### config.mk
export PLATFORM = sky130hd
export DESIGN_NAME = tbb_top
export DESIGN_NICKNAME = d
export VERILOG_FILES = /design/src/design/tbb_pkg.sv /design/src/design/tbb_half.sv /design/src/design/tbb_top.sv
export SDC_FILE = /design/constraint.sdc
export NUM_CORES = 1
export LEC_CHECK = 0
export BUFFER_PORTS_ARGS = -buffer_cell sky130_fd_sc_hd__buf_2
export CAP_MARGIN = 20
export CORE_MARGIN = 8
export CORE_UTILIZATION = 40
export DETAILED_ROUTE_END_ITERATION = 16
export GPL_TIMING_DRIVEN = 0
export HOLD_SLACK_MARGIN = 0.08
export SYNTH_ARGS = -nofsm -noshare
export SYNTH_HDL_FRONTEND = slang
export SYNTH_SLANG_ARGS = --single-unit
### constraint.sdc
create_clock -name core_clk -period 1.85 [get_ports core_clk]
set_input_delay 0.4625 -clock core_clk [delete_from_list [all_inputs] [get_ports core_clk]]
set_output_delay 0.4625 -clock core_clk [all_outputs]
set_load 0.01 [all_outputs]
### src/design/tbb_pkg.sv
// Constants, field layouts and carrier types for the registered
// two-way bus transceiver. Assumes a single 250 MHz core clock.
//
// Notes on behaviour
// - Two independent 8-bit halves, alone or joined as one 16-bit unit.
// - Rising capture clock edge loads A into A-side, B into B-side register.
// - Capture happens on every edge, whatever enable and direction say.
// - Enable inactive: drive neither bus, still capture, else hold storage.
// - While one bus is driven, the other bus can be stored anywhere.
// - Enable active: direction low drives A from B, high drives B.
// - Direction low, B-to-A select low: live B value goes onto A.
// - Direction low, B-to-A select high: stored B register drives A.
// - Direction high, A-to-B select low: live A value goes onto B.
// - Direction high, A-to-B select high: stored A register drives B.
// - Never drive a half's A lines and B lines at the same moment.
// - Switching between live and stored data gives no glitch.
package tbb_pkg;

  // ==========================================================
  // Geometry
  localparam int unsigned TBB_HALF_W    = 8;
  localparam int unsigned TBB_HALVES    = 2;
  localparam int unsigned TBB_ADDR_W    = 5;

  // ==========================================================
  // Register offsets (byte addresses)
  localparam logic [4:0] TBB_OFS_CTRL    = 5'h00;
  localparam logic [4:0] TBB_OFS_STORE_A = 5'h04;
  localparam logic [4:0] TBB_OFS_STORE_B = 5'h08;
  localparam logic [4:0] TBB_OFS_DRIVE   = 5'h0C;
  localparam logic [4:0] TBB_OFS_LINES   = 5'h10;

  // ==========================================================
  // Control register fields; half n sits at bit n*TBB_CTRL_STRIDE
  localparam int unsigned TBB_CTRL_STRIDE = 8;
  localparam int unsigned TBB_BIT_SEL_BA  = 0;
  localparam int unsigned TBB_BIT_SEL_AB  = 1;
  localparam int unsigned TBB_BIT_DIR     = 2;
  localparam int unsigned TBB_BIT_OE_N    = 3;
  localparam int unsigned TBB_BIT_GANG    = 16;
  localparam logic [31:0] TBB_CTRL_RESET  = 32'h0000_0808;

  // ==========================================================
  // Bus answers
  localparam logic [1:0] TBB_RESP_OKAY   = 2'b00;
  localparam logic [1:0] TBB_RESP_SLVERR = 2'b10;

  // ==========================================================
  // Carriers
  typedef struct packed {
    logic oe_n;
    logic dir;
    logic a_to_b_source_select;
    logic b_to_a_source_select;
  } tbb_ctrl_t;

  typedef struct packed {
    logic [TBB_HALF_W-1:0] data;
    logic [TBB_HALF_W-1:0] en;
  } tbb_drive_t;

endpackage : tbb_pkg

### src/design/tbb_half.sv
// One 8-bit transceiver half: two storage registers, source select
// and output control. Assumes inputs synchronous to core_clk.
`timescale 1ns/10ps
`default_nettype none

module tbb_half
  import tbb_pkg::*;
#(
  parameter int unsigned WIDTH = TBB_HALF_W
) (
  // Clock and reset
  input  wire logic             core_clk,
  input  wire logic             rst,
  // Control
  input  wire tbb_ctrl_t        ctrl,
  input  wire logic             a_to_b_capture_clock,
  input  wire logic             b_to_a_capture_clock,
  // Line inputs
  input  wire logic [WIDTH-1:0] a_side_lines_in,
  input  wire logic [WIDTH-1:0] b_side_lines_in,
  // Line drivers
  output tbb_drive_t            a_side_lines_drv,
  output tbb_drive_t            b_side_lines_drv,
  // Stored contents
  output logic      [WIDTH-1:0] a_store,
  output logic      [WIDTH-1:0] b_store
);

  // ==========================================================
  // Parameter check
  if (WIDTH != TBB_HALF_W) begin : g_bad_width
    $error("tbb_half: WIDTH must match the carrier width");
  end

  logic prev_ab_clk;
  logic prev_ba_clk;
  logic ab_edge;
  logic ba_edge;

  // ==========================================================
  // Capture edges
  // Previous samples reset high so a clock high at release is no edge
  always_ff @(posedge core_clk) begin
    if (rst) begin
      prev_ab_clk <= 1'b1;
      prev_ba_clk <= 1'b1;
    end else begin
      prev_ab_clk <= a_to_b_capture_clock;
      prev_ba_clk <= b_to_a_capture_clock;
    end
  end

  assign ab_edge = a_to_b_capture_clock & ~prev_ab_clk;
  assign ba_edge = b_to_a_capture_clock & ~prev_ba_clk;

  // ==========================================================
  // Storage: no gating by enable or direction
  always_ff @(posedge core_clk) begin
    if (rst) begin
      a_store <= '0;
    end else if (ab_edge) begin
      a_store <= a_side_lines_in;
    end
  end

  always_ff @(posedge core_clk) begin
    if (rst) begin
      b_store <= '0;
    end else if (ba_edge) begin
      b_store <= b_side_lines_in;
    end
  end

  // ==========================================================
  // Outputs
  // Data and enables both leave flip-flops, so a select change moves
  // the whole word at one edge and no mux decode glitch reaches a pin.
  always_ff @(posedge core_clk) begin
    if (rst) begin
      a_side_lines_drv <= '0;
      b_side_lines_drv <= '0;
    end else begin
      a_side_lines_drv.data <= ctrl.b_to_a_source_select ? b_store
                                                         : b_side_lines_in;
      b_side_lines_drv.data <= ctrl.a_to_b_source_select ? a_store
                                                         : a_side_lines_in;
      // Both enables come from one decode in one edge: never both high
      a_side_lines_drv.en <= {WIDTH{~ctrl.oe_n & ~ctrl.dir}};
      b_side_lines_drv.en <= {WIDTH{~ctrl.oe_n &  ctrl.dir}};
    end
  end

endmodule // tbb_half

`default_nettype wire

### src/design/tbb_top.sv
// Registered two-way bus transceiver, two halves, with an AXI4-Lite
// control slave. Assumes all pins synchronous to core_clk; the pads
// outside resolve each line from its enable.
`timescale 1ns/10ps
`default_nettype none

module tbb_top
  import tbb_pkg::*;
#(
  parameter int unsigned HALVES = TBB_HALVES
) (
  // Clock and reset
  input  wire logic                        core_clk,
  input  wire logic                        rst,
  // AXI4-Lite write address
  input  wire logic                        s_axi_awvalid,
  output logic                             s_axi_awready,
  input  wire logic [TBB_ADDR_W-1:0]       s_axi_awaddr,
  input  wire logic [2:0]                  s_axi_awprot,
  // AXI4-Lite write data
  input  wire logic                        s_axi_wvalid,
  output logic                             s_axi_wready,
  input  wire logic [31:0]                 s_axi_wdata,
  input  wire logic [3:0]                  s_axi_wstrb,
  // AXI4-Lite write response
  output logic                             s_axi_bvalid,
  input  wire logic                        s_axi_bready,
  output logic [1:0]                       s_axi_bresp,
  // AXI4-Lite read address
  input  wire logic                        s_axi_arvalid,
  output logic                             s_axi_arready,
  input  wire logic [TBB_ADDR_W-1:0]       s_axi_araddr,
  input  wire logic [2:0]                  s_axi_arprot,
  // AXI4-Lite read data
  output logic                             s_axi_rvalid,
  input  wire logic                        s_axi_rready,
  output logic [31:0]                      s_axi_rdata,
  output logic [1:0]                       s_axi_rresp,
  // Capture clocks, one pair per half
  input  wire logic [HALVES-1:0]           a_to_b_capture_clock,
  input  wire logic [HALVES-1:0]           b_to_a_capture_clock,
  // A side lines
  input  wire logic [HALVES*TBB_HALF_W-1:0] a_side_lines_in,
  output logic      [HALVES*TBB_HALF_W-1:0] a_side_lines_out,
  output logic      [HALVES*TBB_HALF_W-1:0] a_side_lines_oe,
  // B side lines
  input  wire logic [HALVES*TBB_HALF_W-1:0] b_side_lines_in,
  output logic      [HALVES*TBB_HALF_W-1:0] b_side_lines_out,
  output logic      [HALVES*TBB_HALF_W-1:0] b_side_lines_oe
);

  // ==========================================================
  // Parameter check
  // Register map packs both halves into one word per kind
  if (HALVES != TBB_HALVES) begin : g_bad_halves
    $error("tbb_top: HALVES must be 2");
  end

  localparam int unsigned W = TBB_HALF_W;

  logic [31:0]                  ctrl_reg;
  tbb_ctrl_t  [HALVES-1:0]      half_ctrl;
  logic [HALVES*W-1:0]          a_store_all;
  logic [HALVES*W-1:0]          b_store_all;
  tbb_drive_t [HALVES-1:0]      a_drv;
  tbb_drive_t [HALVES-1:0]      b_drv;

  logic                         aw_held;
  logic [TBB_ADDR_W-1:0]        aw_addr;
  logic                         w_held;
  logic [31:0]                  w_data;
  logic [3:0]                   w_strb;
  logic                         do_write;
  logic                         wr_hit;
  logic                         rd_hit;
  logic [31:0]                  next_rdata;
  logic [31:0]                  next_ctrl;

  // ==========================================================
  // Per-half controls
  // Gang bit copies half 0 controls to every half: one 16-bit unit
  for (genvar h = 0; h < HALVES; h++) begin : g_ctrl
    localparam int unsigned SRC = h * TBB_CTRL_STRIDE;
    localparam int unsigned G0  = 0;
    always_comb begin
      if (ctrl_reg[TBB_BIT_GANG]) begin
        half_ctrl[h].oe_n = ctrl_reg[G0 + TBB_BIT_OE_N];
        half_ctrl[h].dir  = ctrl_reg[G0 + TBB_BIT_DIR];
        half_ctrl[h].a_to_b_source_select = ctrl_reg[G0 + TBB_BIT_SEL_AB];
        half_ctrl[h].b_to_a_source_select = ctrl_reg[G0 + TBB_BIT_SEL_BA];
      end else begin
        half_ctrl[h].oe_n = ctrl_reg[SRC + TBB_BIT_OE_N];
        half_ctrl[h].dir  = ctrl_reg[SRC + TBB_BIT_DIR];
        half_ctrl[h].a_to_b_source_select = ctrl_reg[SRC + TBB_BIT_SEL_AB];
        half_ctrl[h].b_to_a_source_select = ctrl_reg[SRC + TBB_BIT_SEL_BA];
      end
    end
  end

  // ==========================================================
  // Halves
  for (genvar h = 0; h < HALVES; h++) begin : g_half
    tbb_half #(
      .WIDTH (W)
    ) u_half (
      .core_clk             (core_clk),
      .rst                  (rst),
      .ctrl                 (half_ctrl[h]),
      .a_to_b_capture_clock (a_to_b_capture_clock[h]),
      .b_to_a_capture_clock (b_to_a_capture_clock[h]),
      .a_side_lines_in      (a_side_lines_in[h*W +: W]),
      .b_side_lines_in      (b_side_lines_in[h*W +: W]),
      .a_side_lines_drv     (a_drv[h]),
      .b_side_lines_drv     (b_drv[h]),
      .a_store              (a_store_all[h*W +: W]),
      .b_store              (b_store_all[h*W +: W])
    );

    assign a_side_lines_out[h*W +: W] = a_drv[h].data;
    assign a_side_lines_oe[h*W +: W]  = a_drv[h].en;
    assign b_side_lines_out[h*W +: W] = b_drv[h].data;
    assign b_side_lines_oe[h*W +: W]  = b_drv[h].en;
  end

  // ==========================================================
  // Write channel
  // Address and data are taken in either order; the answer waits
  // until both are held and the previous response has gone.
  assign s_axi_awready = ~aw_held & ~s_axi_bvalid;
  assign s_axi_wready  = ~w_held & ~s_axi_bvalid;
  assign do_write      = aw_held & w_held;

  always_ff @(posedge core_clk) begin
    if (rst) begin
      aw_held <= 1'b0;
      aw_addr <= '0;
    end else if (s_axi_awvalid && s_axi_awready) begin
      aw_held <= 1'b1;
      aw_addr <= s_axi_awaddr;
    end else if (do_write) begin
      aw_held <= 1'b0;
    end
  end

  always_ff @(posedge core_clk) begin
    if (rst) begin
      w_held <= 1'b0;
      w_data <= '0;
      w_strb <= '0;
    end else if (s_axi_wvalid && s_axi_wready) begin
      w_held <= 1'b1;
      w_data <= s_axi_wdata;
      w_strb <= s_axi_wstrb;
    end else if (do_write) begin
      w_held <= 1'b0;
    end
  end

  // Only the control word is writable; the rest are read-only views
  assign wr_hit = (aw_addr == TBB_OFS_CTRL);

  always_comb begin
    next_ctrl = ctrl_reg;
    for (int i = 0; i < 4; i++) begin
      if (w_strb[i]) begin
        next_ctrl[i*8 +: 8] = w_data[i*8 +: 8];
      end
    end
  end

  always_ff @(posedge core_clk) begin
    if (rst) begin
      ctrl_reg <= TBB_CTRL_RESET;
    end else if (do_write && wr_hit) begin
      ctrl_reg <= next_ctrl;
    end
  end

  always_ff @(posedge core_clk) begin
    if (rst) begin
      s_axi_bvalid <= 1'b0;
      s_axi_bresp  <= TBB_RESP_OKAY;
    end else if (do_write) begin
      s_axi_bvalid <= 1'b1;
      s_axi_bresp  <= wr_hit ? TBB_RESP_OKAY : TBB_RESP_SLVERR;
    end else if (s_axi_bready) begin
      s_axi_bvalid <= 1'b0;
    end
  end

  // ==========================================================
  // Read channel
  assign s_axi_arready = ~s_axi_rvalid;

  always_comb begin
    next_rdata = '0;
    rd_hit     = 1'b1;
    case (s_axi_araddr)
      TBB_OFS_CTRL:    next_rdata = ctrl_reg;
      TBB_OFS_STORE_A: next_rdata[HALVES*W-1:0] = a_store_all;
      TBB_OFS_STORE_B: next_rdata[HALVES*W-1:0] = b_store_all;
      TBB_OFS_DRIVE: begin
        for (int h = 0; h < HALVES; h++) begin
          next_rdata[2*h]     = a_drv[h].en[0];
          next_rdata[2*h + 1] = b_drv[h].en[0];
        end
      end
      TBB_OFS_LINES: begin
        next_rdata[HALVES*W-1:0]       = a_side_lines_in;
        next_rdata[2*HALVES*W-1:HALVES*W] = b_side_lines_in;
      end
      default:         rd_hit = 1'b0;
    endcase
  end

  always_ff @(posedge core_clk) begin
    if (rst) begin
      s_axi_rvalid <= 1'b0;
      s_axi_rdata  <= '0;
      s_axi_rresp  <= TBB_RESP_OKAY;
    end else if (s_axi_arvalid && s_axi_arready) begin
      s_axi_rvalid <= 1'b1;
      s_axi_rdata  <= next_rdata;
      s_axi_rresp  <= rd_hit ? TBB_RESP_OKAY : TBB_RESP_SLVERR;
    end else if (s_axi_rready) begin
      s_axi_rvalid <= 1'b0;
    end
  end

endmodule // tbb_top

`default_nettype wire

==> Word-level counts from Yosys, hierarchy flattened <==
Index checks and enable logic that the tools add are counted.
Widths: inputs -> output; s select.
{ "word_totals": {"regBits": 185, "output_inout_bits": 105, "wordCells": 90, "in_bits": 95} }
{ "op_classes": {"reduce_logical": 15, "n_eq_ne": 4, "mux": 18, "n_bitwise": 23} }
{ "op_table": {"columns": ["cell", "count"], "rows": [
  ["$pmux 12 s4", 1],
  ["$mux 8", 4],
  ["$pmux 16 s2", 1],
  ["$pmux 4 s5", 1],
  ["$not 1->1", 12],
  ["$and 1x1->1", 11],
  ["$eq 5x4->1 const B", 2],
  ["$logic_not 5->1", 2],
  ["$mux 1", 8],
  ["$reduce_and 2->1", 4],
  ["$reduce_bool 2->1", 4],
  ["$eq 5x3->1 const B", 1],
  ["$eq 5x5->1 const B", 1],
  ["$reduce_or 5->1", 1],
  ["$logic_and 1x1->1", 4],
  ["$mux 2", 2],
  ["$mux 4", 1]
]} }

==> Logic depth before layout (Yosys ltp) <==
{ "depth": {"word_depth": 4, "mapped_depth": 6, "depth_no_buf": 3} }

==> By module <==
From an unflattened synthesis, not the netlist that was laid out.
{ "hier_totals": {"cells_unflattened": 816, "area_unflattened_um2": 7845.0} }
{ "by_module_without_submodules": {"columns": ["module", "instances", "area_per_inst_um2", "cells_per_inst", "seq_area_each_um2"], "rows": [
  ["tbb_top", 1, 4772.1, 530, 2222.1],
  ["tbb_half", 2, 1536.5, 143, 720.7]
]} }

==> Least setup slack after synthesis <==
Ideal clock, no wire load.
{ "synth_path": {"kind": "input-to-reg", "start": "input s_axi_araddr[3]", "end": "register s_axi_rdata[10]", "setup_slack_ns": 0.367, "setup_ns": 0.059, "path_buffers": 2, "required_time_ns": 1.791, "arrival_time_ns": 1.424, "stages": 5, "cell_sequence": "buf_4 -> nor4_4 -> and4b_1 -> buf_4 -> a221o_1"} }
{ "synth_between": {"elab_chain_len": 2, "word_cells_on_any_way": 5, "cone_classes": "eq/ne (3); mux (1); reduce/logical (1)"} }
{ "synth_rtl": {"columns": ["element", "line_no", "rtl"], "rows": [
  ["start: declaration", "tbb_top.sv:32", "input wire logic [TBB_ADDR_W-1:0] s_axi_araddr,"],
  ["$eq 5x5->1, or another cell as far along", "tbb_top.sv:198", "case (s_axi_araddr)"],
  ["$pmux 12 s4 *", "tbb_top.sv:198", null],
  ["end signal: assignment", "tbb_top.sv:223", "s_axi_rdata <= next_rdata;"],
  ["end: declaration", "tbb_top.sv:37", "output logic [31:0] s_axi_rdata,"]
]} }
Mark *: on every way between the ends. The rest lies on a longest branch, timed or not.
A chain may end at the register's enable or synchronous reset.

==> Worst setup path in the final report <==
{ "layout_path": {"start": "register g_half[1].u_half.a_side_lines_drv[0] (netlist name)", "end": "output a_side_lines_oe[13]"} }
{ "layout_lines": {"columns": ["element", "line_no", "rtl"], "rows": [
  ["end: declaration", "tbb_top.sv:45", "output logic [HALVES*TBB_HALF_W-1:0] a_side_lines_oe,"]
]} }
No word-level cell between the ends.

==> metrics.txt <==
timing-limited maximum frequency 595 MHz; dpl hpwl 17.8 mm; Rows 51; maximum number of pins on one net before global-route repair 19; minimum hold slack 0.222 ns; I/O pin count 200; DRT iter0 DRCs 414; vias in the first global route 6461; reg2reg setup slack 0.19 ns; Final Worst Setup Slack 0.169 ns; routed via count 6405; Post-Route Setup TNS 0 ns; GRT Resource Usage Total 19.5%; Synth Cell Area 7760 sq um; length of the first detailed-routing pass in iterations 7; count of final setup violators 0; gate count after technology mapping 782; post-route clock period utilization 90.9%; Antenna diodes 0; global-route congestion overflow total 0; Power Total 8.53 mW; sink count of the clock tree 183; number of synthesized register bits 183; leakage power 4.19 nW; number of buffers on the longest clock path 2; # nets final 1087; post-route antenna net violation count 0; setup repair after global routing missed its margin false; slew of the pin with the lowest slew margin 0.707 ns; Mean Syn Cell Area 9.92 sq um; effective utilization at floorplan 40.3%; count of cells resized by post-cts repair 0; CP Data Required Time 1.39 ns; post-CTS clock slew at the launch and capture registers of the worst setup and hold paths 0.07 ns; worst-path fanout max 9; area growth from synthesis to layout 23.7%; maximum ir drop on the vdd rail 631 uV; gp weighted congestion 0.805; capturing element type of the critical path primary output; vertical extent of the die 155 microns; CTS Hold Buffers Added 0; count of final max-slew check failures 0; Hold Vio Cnt, Final 0; startpoint-to-endpoint class of the critical path flip-flop to primary output; final period demand of the worst path 1.68 ns; clock tree from TritonCTS yes; Netlist cell types 44; Total Wirelength 23.3 mm; result of the run completed; share of the core filled with cells 49.8%; area of the core 19300 sq um; wire length of the first global-routing pass 36.4 mm; clock root buffer master sky130_fd_sc_hd__clkbuf_16; latest clock arrival within the worst-skew pair 0.44 ns; residual DRC count 0; path class of the lowest-slack min-delay path input port to flip-flop; number of buffers added for setup after CTS 0; drt wl/cell 18.3 microns; power density over cell area 888 nW/um^2; portion of the post-synthesis area used by sequential elements 47.2%; die area 24100 sq um; number of warnings printed during yosys synthesis 0; cts bufs inserted 17; number of buffers inserted by port buffering 190; Post-Route Skew 0.00973 ns; type of element launching the critical path flip-flop; minimum setup slack after placement -0.216 ns; number of vias per cell after detailed routing 5.04; initial antenna violation count 0; relative slew slack 52.9%; maximum capacitance violations 0; fraction of final layout cells with drive strength greater than 1 32.9%; worst endpoint data arrival time 1.22 ns; die boundary width 155 microns; CTS H-tree lvls 4
-- stage by stage --
stage,area (sq um),cells
global route,9600,1270
CTS,9600,1270
finish,9600,1270
global placement,9050,1238
detailed placement,9050,1238
floorplan,7760,783
-- path summary, 6_finish.rpt --
check                                                   from                                 endpoint  cells after the start
min                                  a_to_b_capture_clock[0]  g_half[0].u_half.prev_ab_clk$_SDFF_PP1_                      2
max          g_half[1].u_half.a_side_lines_drv[0]$_SDFF_PP0_                      a_side_lines_oe[13]                      2
min reg2reg                     s_axi_rdata[24]$_SDFFE_PP0P_             s_axi_rdata[24]$_SDFFE_PP0P_                      2
max reg2reg                             aw_held$_SDFFE_PP0P_                 ctrl_reg[3]$_SDFFE_PP1P_                      5
-- placed cells by master (no fill, tap or decap), types with 3 or more instances in the layout --
cell type                   count
sky130_fd_sc_hd__buf_2        214
sky130_fd_sc_hd__dfxtp_1      183
sky130_fd_sc_hd__mux2i_1      117
sky130_fd_sc_hd__nor2_1       112
sky130_fd_sc_hd__a21oi_1       55
sky130_fd_sc_hd__nand3_1       50
sky130_fd_sc_hd__buf_4         34
sky130_fd_sc_hd__o21ai_1       30
sky130_fd_sc_hd__clkbuf_1      26
sky130_fd_sc_hd__mux2_2        22
sky130_fd_sc_hd__nand2_1       18
sky130_fd_sc_hd__clkbuf_16     17
sky130_fd_sc_hd__nor3b_1       14
sky130_fd_sc_hd__o2bb2ai_1     12
sky130_fd_sc_hd__a221o_1       12
sky130_fd_sc_hd__buf_6          8
sky130_fd_sc_hd__inv_6          8
sky130_fd_sc_hd__nor2b_1        6
sky130_fd_sc_hd__a211oi_1       5
sky130_fd_sc_hd__or4b_1         4
sky130_fd_sc_hd__nor4b_4        4
sky130_fd_sc_hd__a222oi_1       4
sky130_fd_sc_hd__a22oi_1        4
sky130_fd_sc_hd__or2_2          4
sky130_fd_sc_hd__inv_1          3
sky130_fd_sc_hd__nand2b_1       3
sky130_fd_sc_hd__nor3_2         3
sky130_fd_sc_hd__nor3_1         3
sky130_fd_sc_hd__clkinv_4       3
-- Yosys cell counts, drive strengths merged --
cell	n	area (sq um)
nor2	112	420
buf	67	469
dfxtp	183	3660
o2bb2ai	12	105
nor4	2	27.5
and4b	2	23.8
mux2	24	270
a22oi	4	30.0
nor2b	6	37.5
o21ai	31	155
nand2	18	67.6
a211oi	5	37.5
a222oi	4	40.0
mux2i	119	1220
a21oi	55	275
nor3	6	45.0
nor4b	6	125
or4b	4	40.0
nand2b	3	18.8
nor3b	15	118
nand3	50	250
o21bai	2	15.0
conb	1	3.75
nand3b	1	7.51
a221o	12	120
or2	4	25.0
clkbuf	27	103
or3b	1	8.76
nand4bb	1	11.3
inv	3	11.3
and4bb	1	12.5
and2b	1	7.51
-- per-layer routing --
| metal | vias up | global-route usage [%] | part of all wire, % | wire, microns |
|---|---|---|---|---|
| met5 | - | 0 | 0 | 0 |
| met3 | 32 | 4.94 | 6.7 | 1560 |
| met2 | 207 | 31.5 | 46 | 10700 |
| li1 | 3138 | - | - | - |
| met4 | 0 | 7.44 | 2.1 | 486 |
| met1 | 3028 | 24.6 | 45 | 10500 |
-- layout make-up --
type / count / area (sq um)
multi-input cells: 503 / 3520
fillers: 1931 / 9670
inverters: 3 / 11.3
plain buffers: 94 / 572
repair buffers: 190 / 951
flip-flops and latches: 183 / 3660
clock buffers: 17 / 425
clock inverters: 15 / 131
well taps: 265 / 332
-- critical path, cell delays in order (launching register included) --
cell                      delay [ns]
sky130_fd_sc_hd__dfxtp_1        0.50
sky130_fd_sc_hd__buf_4          0.16
sky130_fd_sc_hd__buf_2          0.12
-- where the power goes --
| group | internal, mW | switching [mW] |
|---|---|---|
| combinational | 0.373 | 0.520 |
| clock | 1.78 | 1.70 |
| sequential | 4.08 | 0.0776 |
| total | 6.23 | 2.30 |
-- cells by family (layout without fill, tap and decap cells) --
logic type,Yosys count,in the layout,share of synthesized area [%]
simple gates,233,233,16.1
other cells,1,2,0.0483
mux,143,143,19.2
buf+inv,97,319,7.51
compound gates,125,125,10.0
flops,183,183,47.2
(Power assumes the default switching activity.)
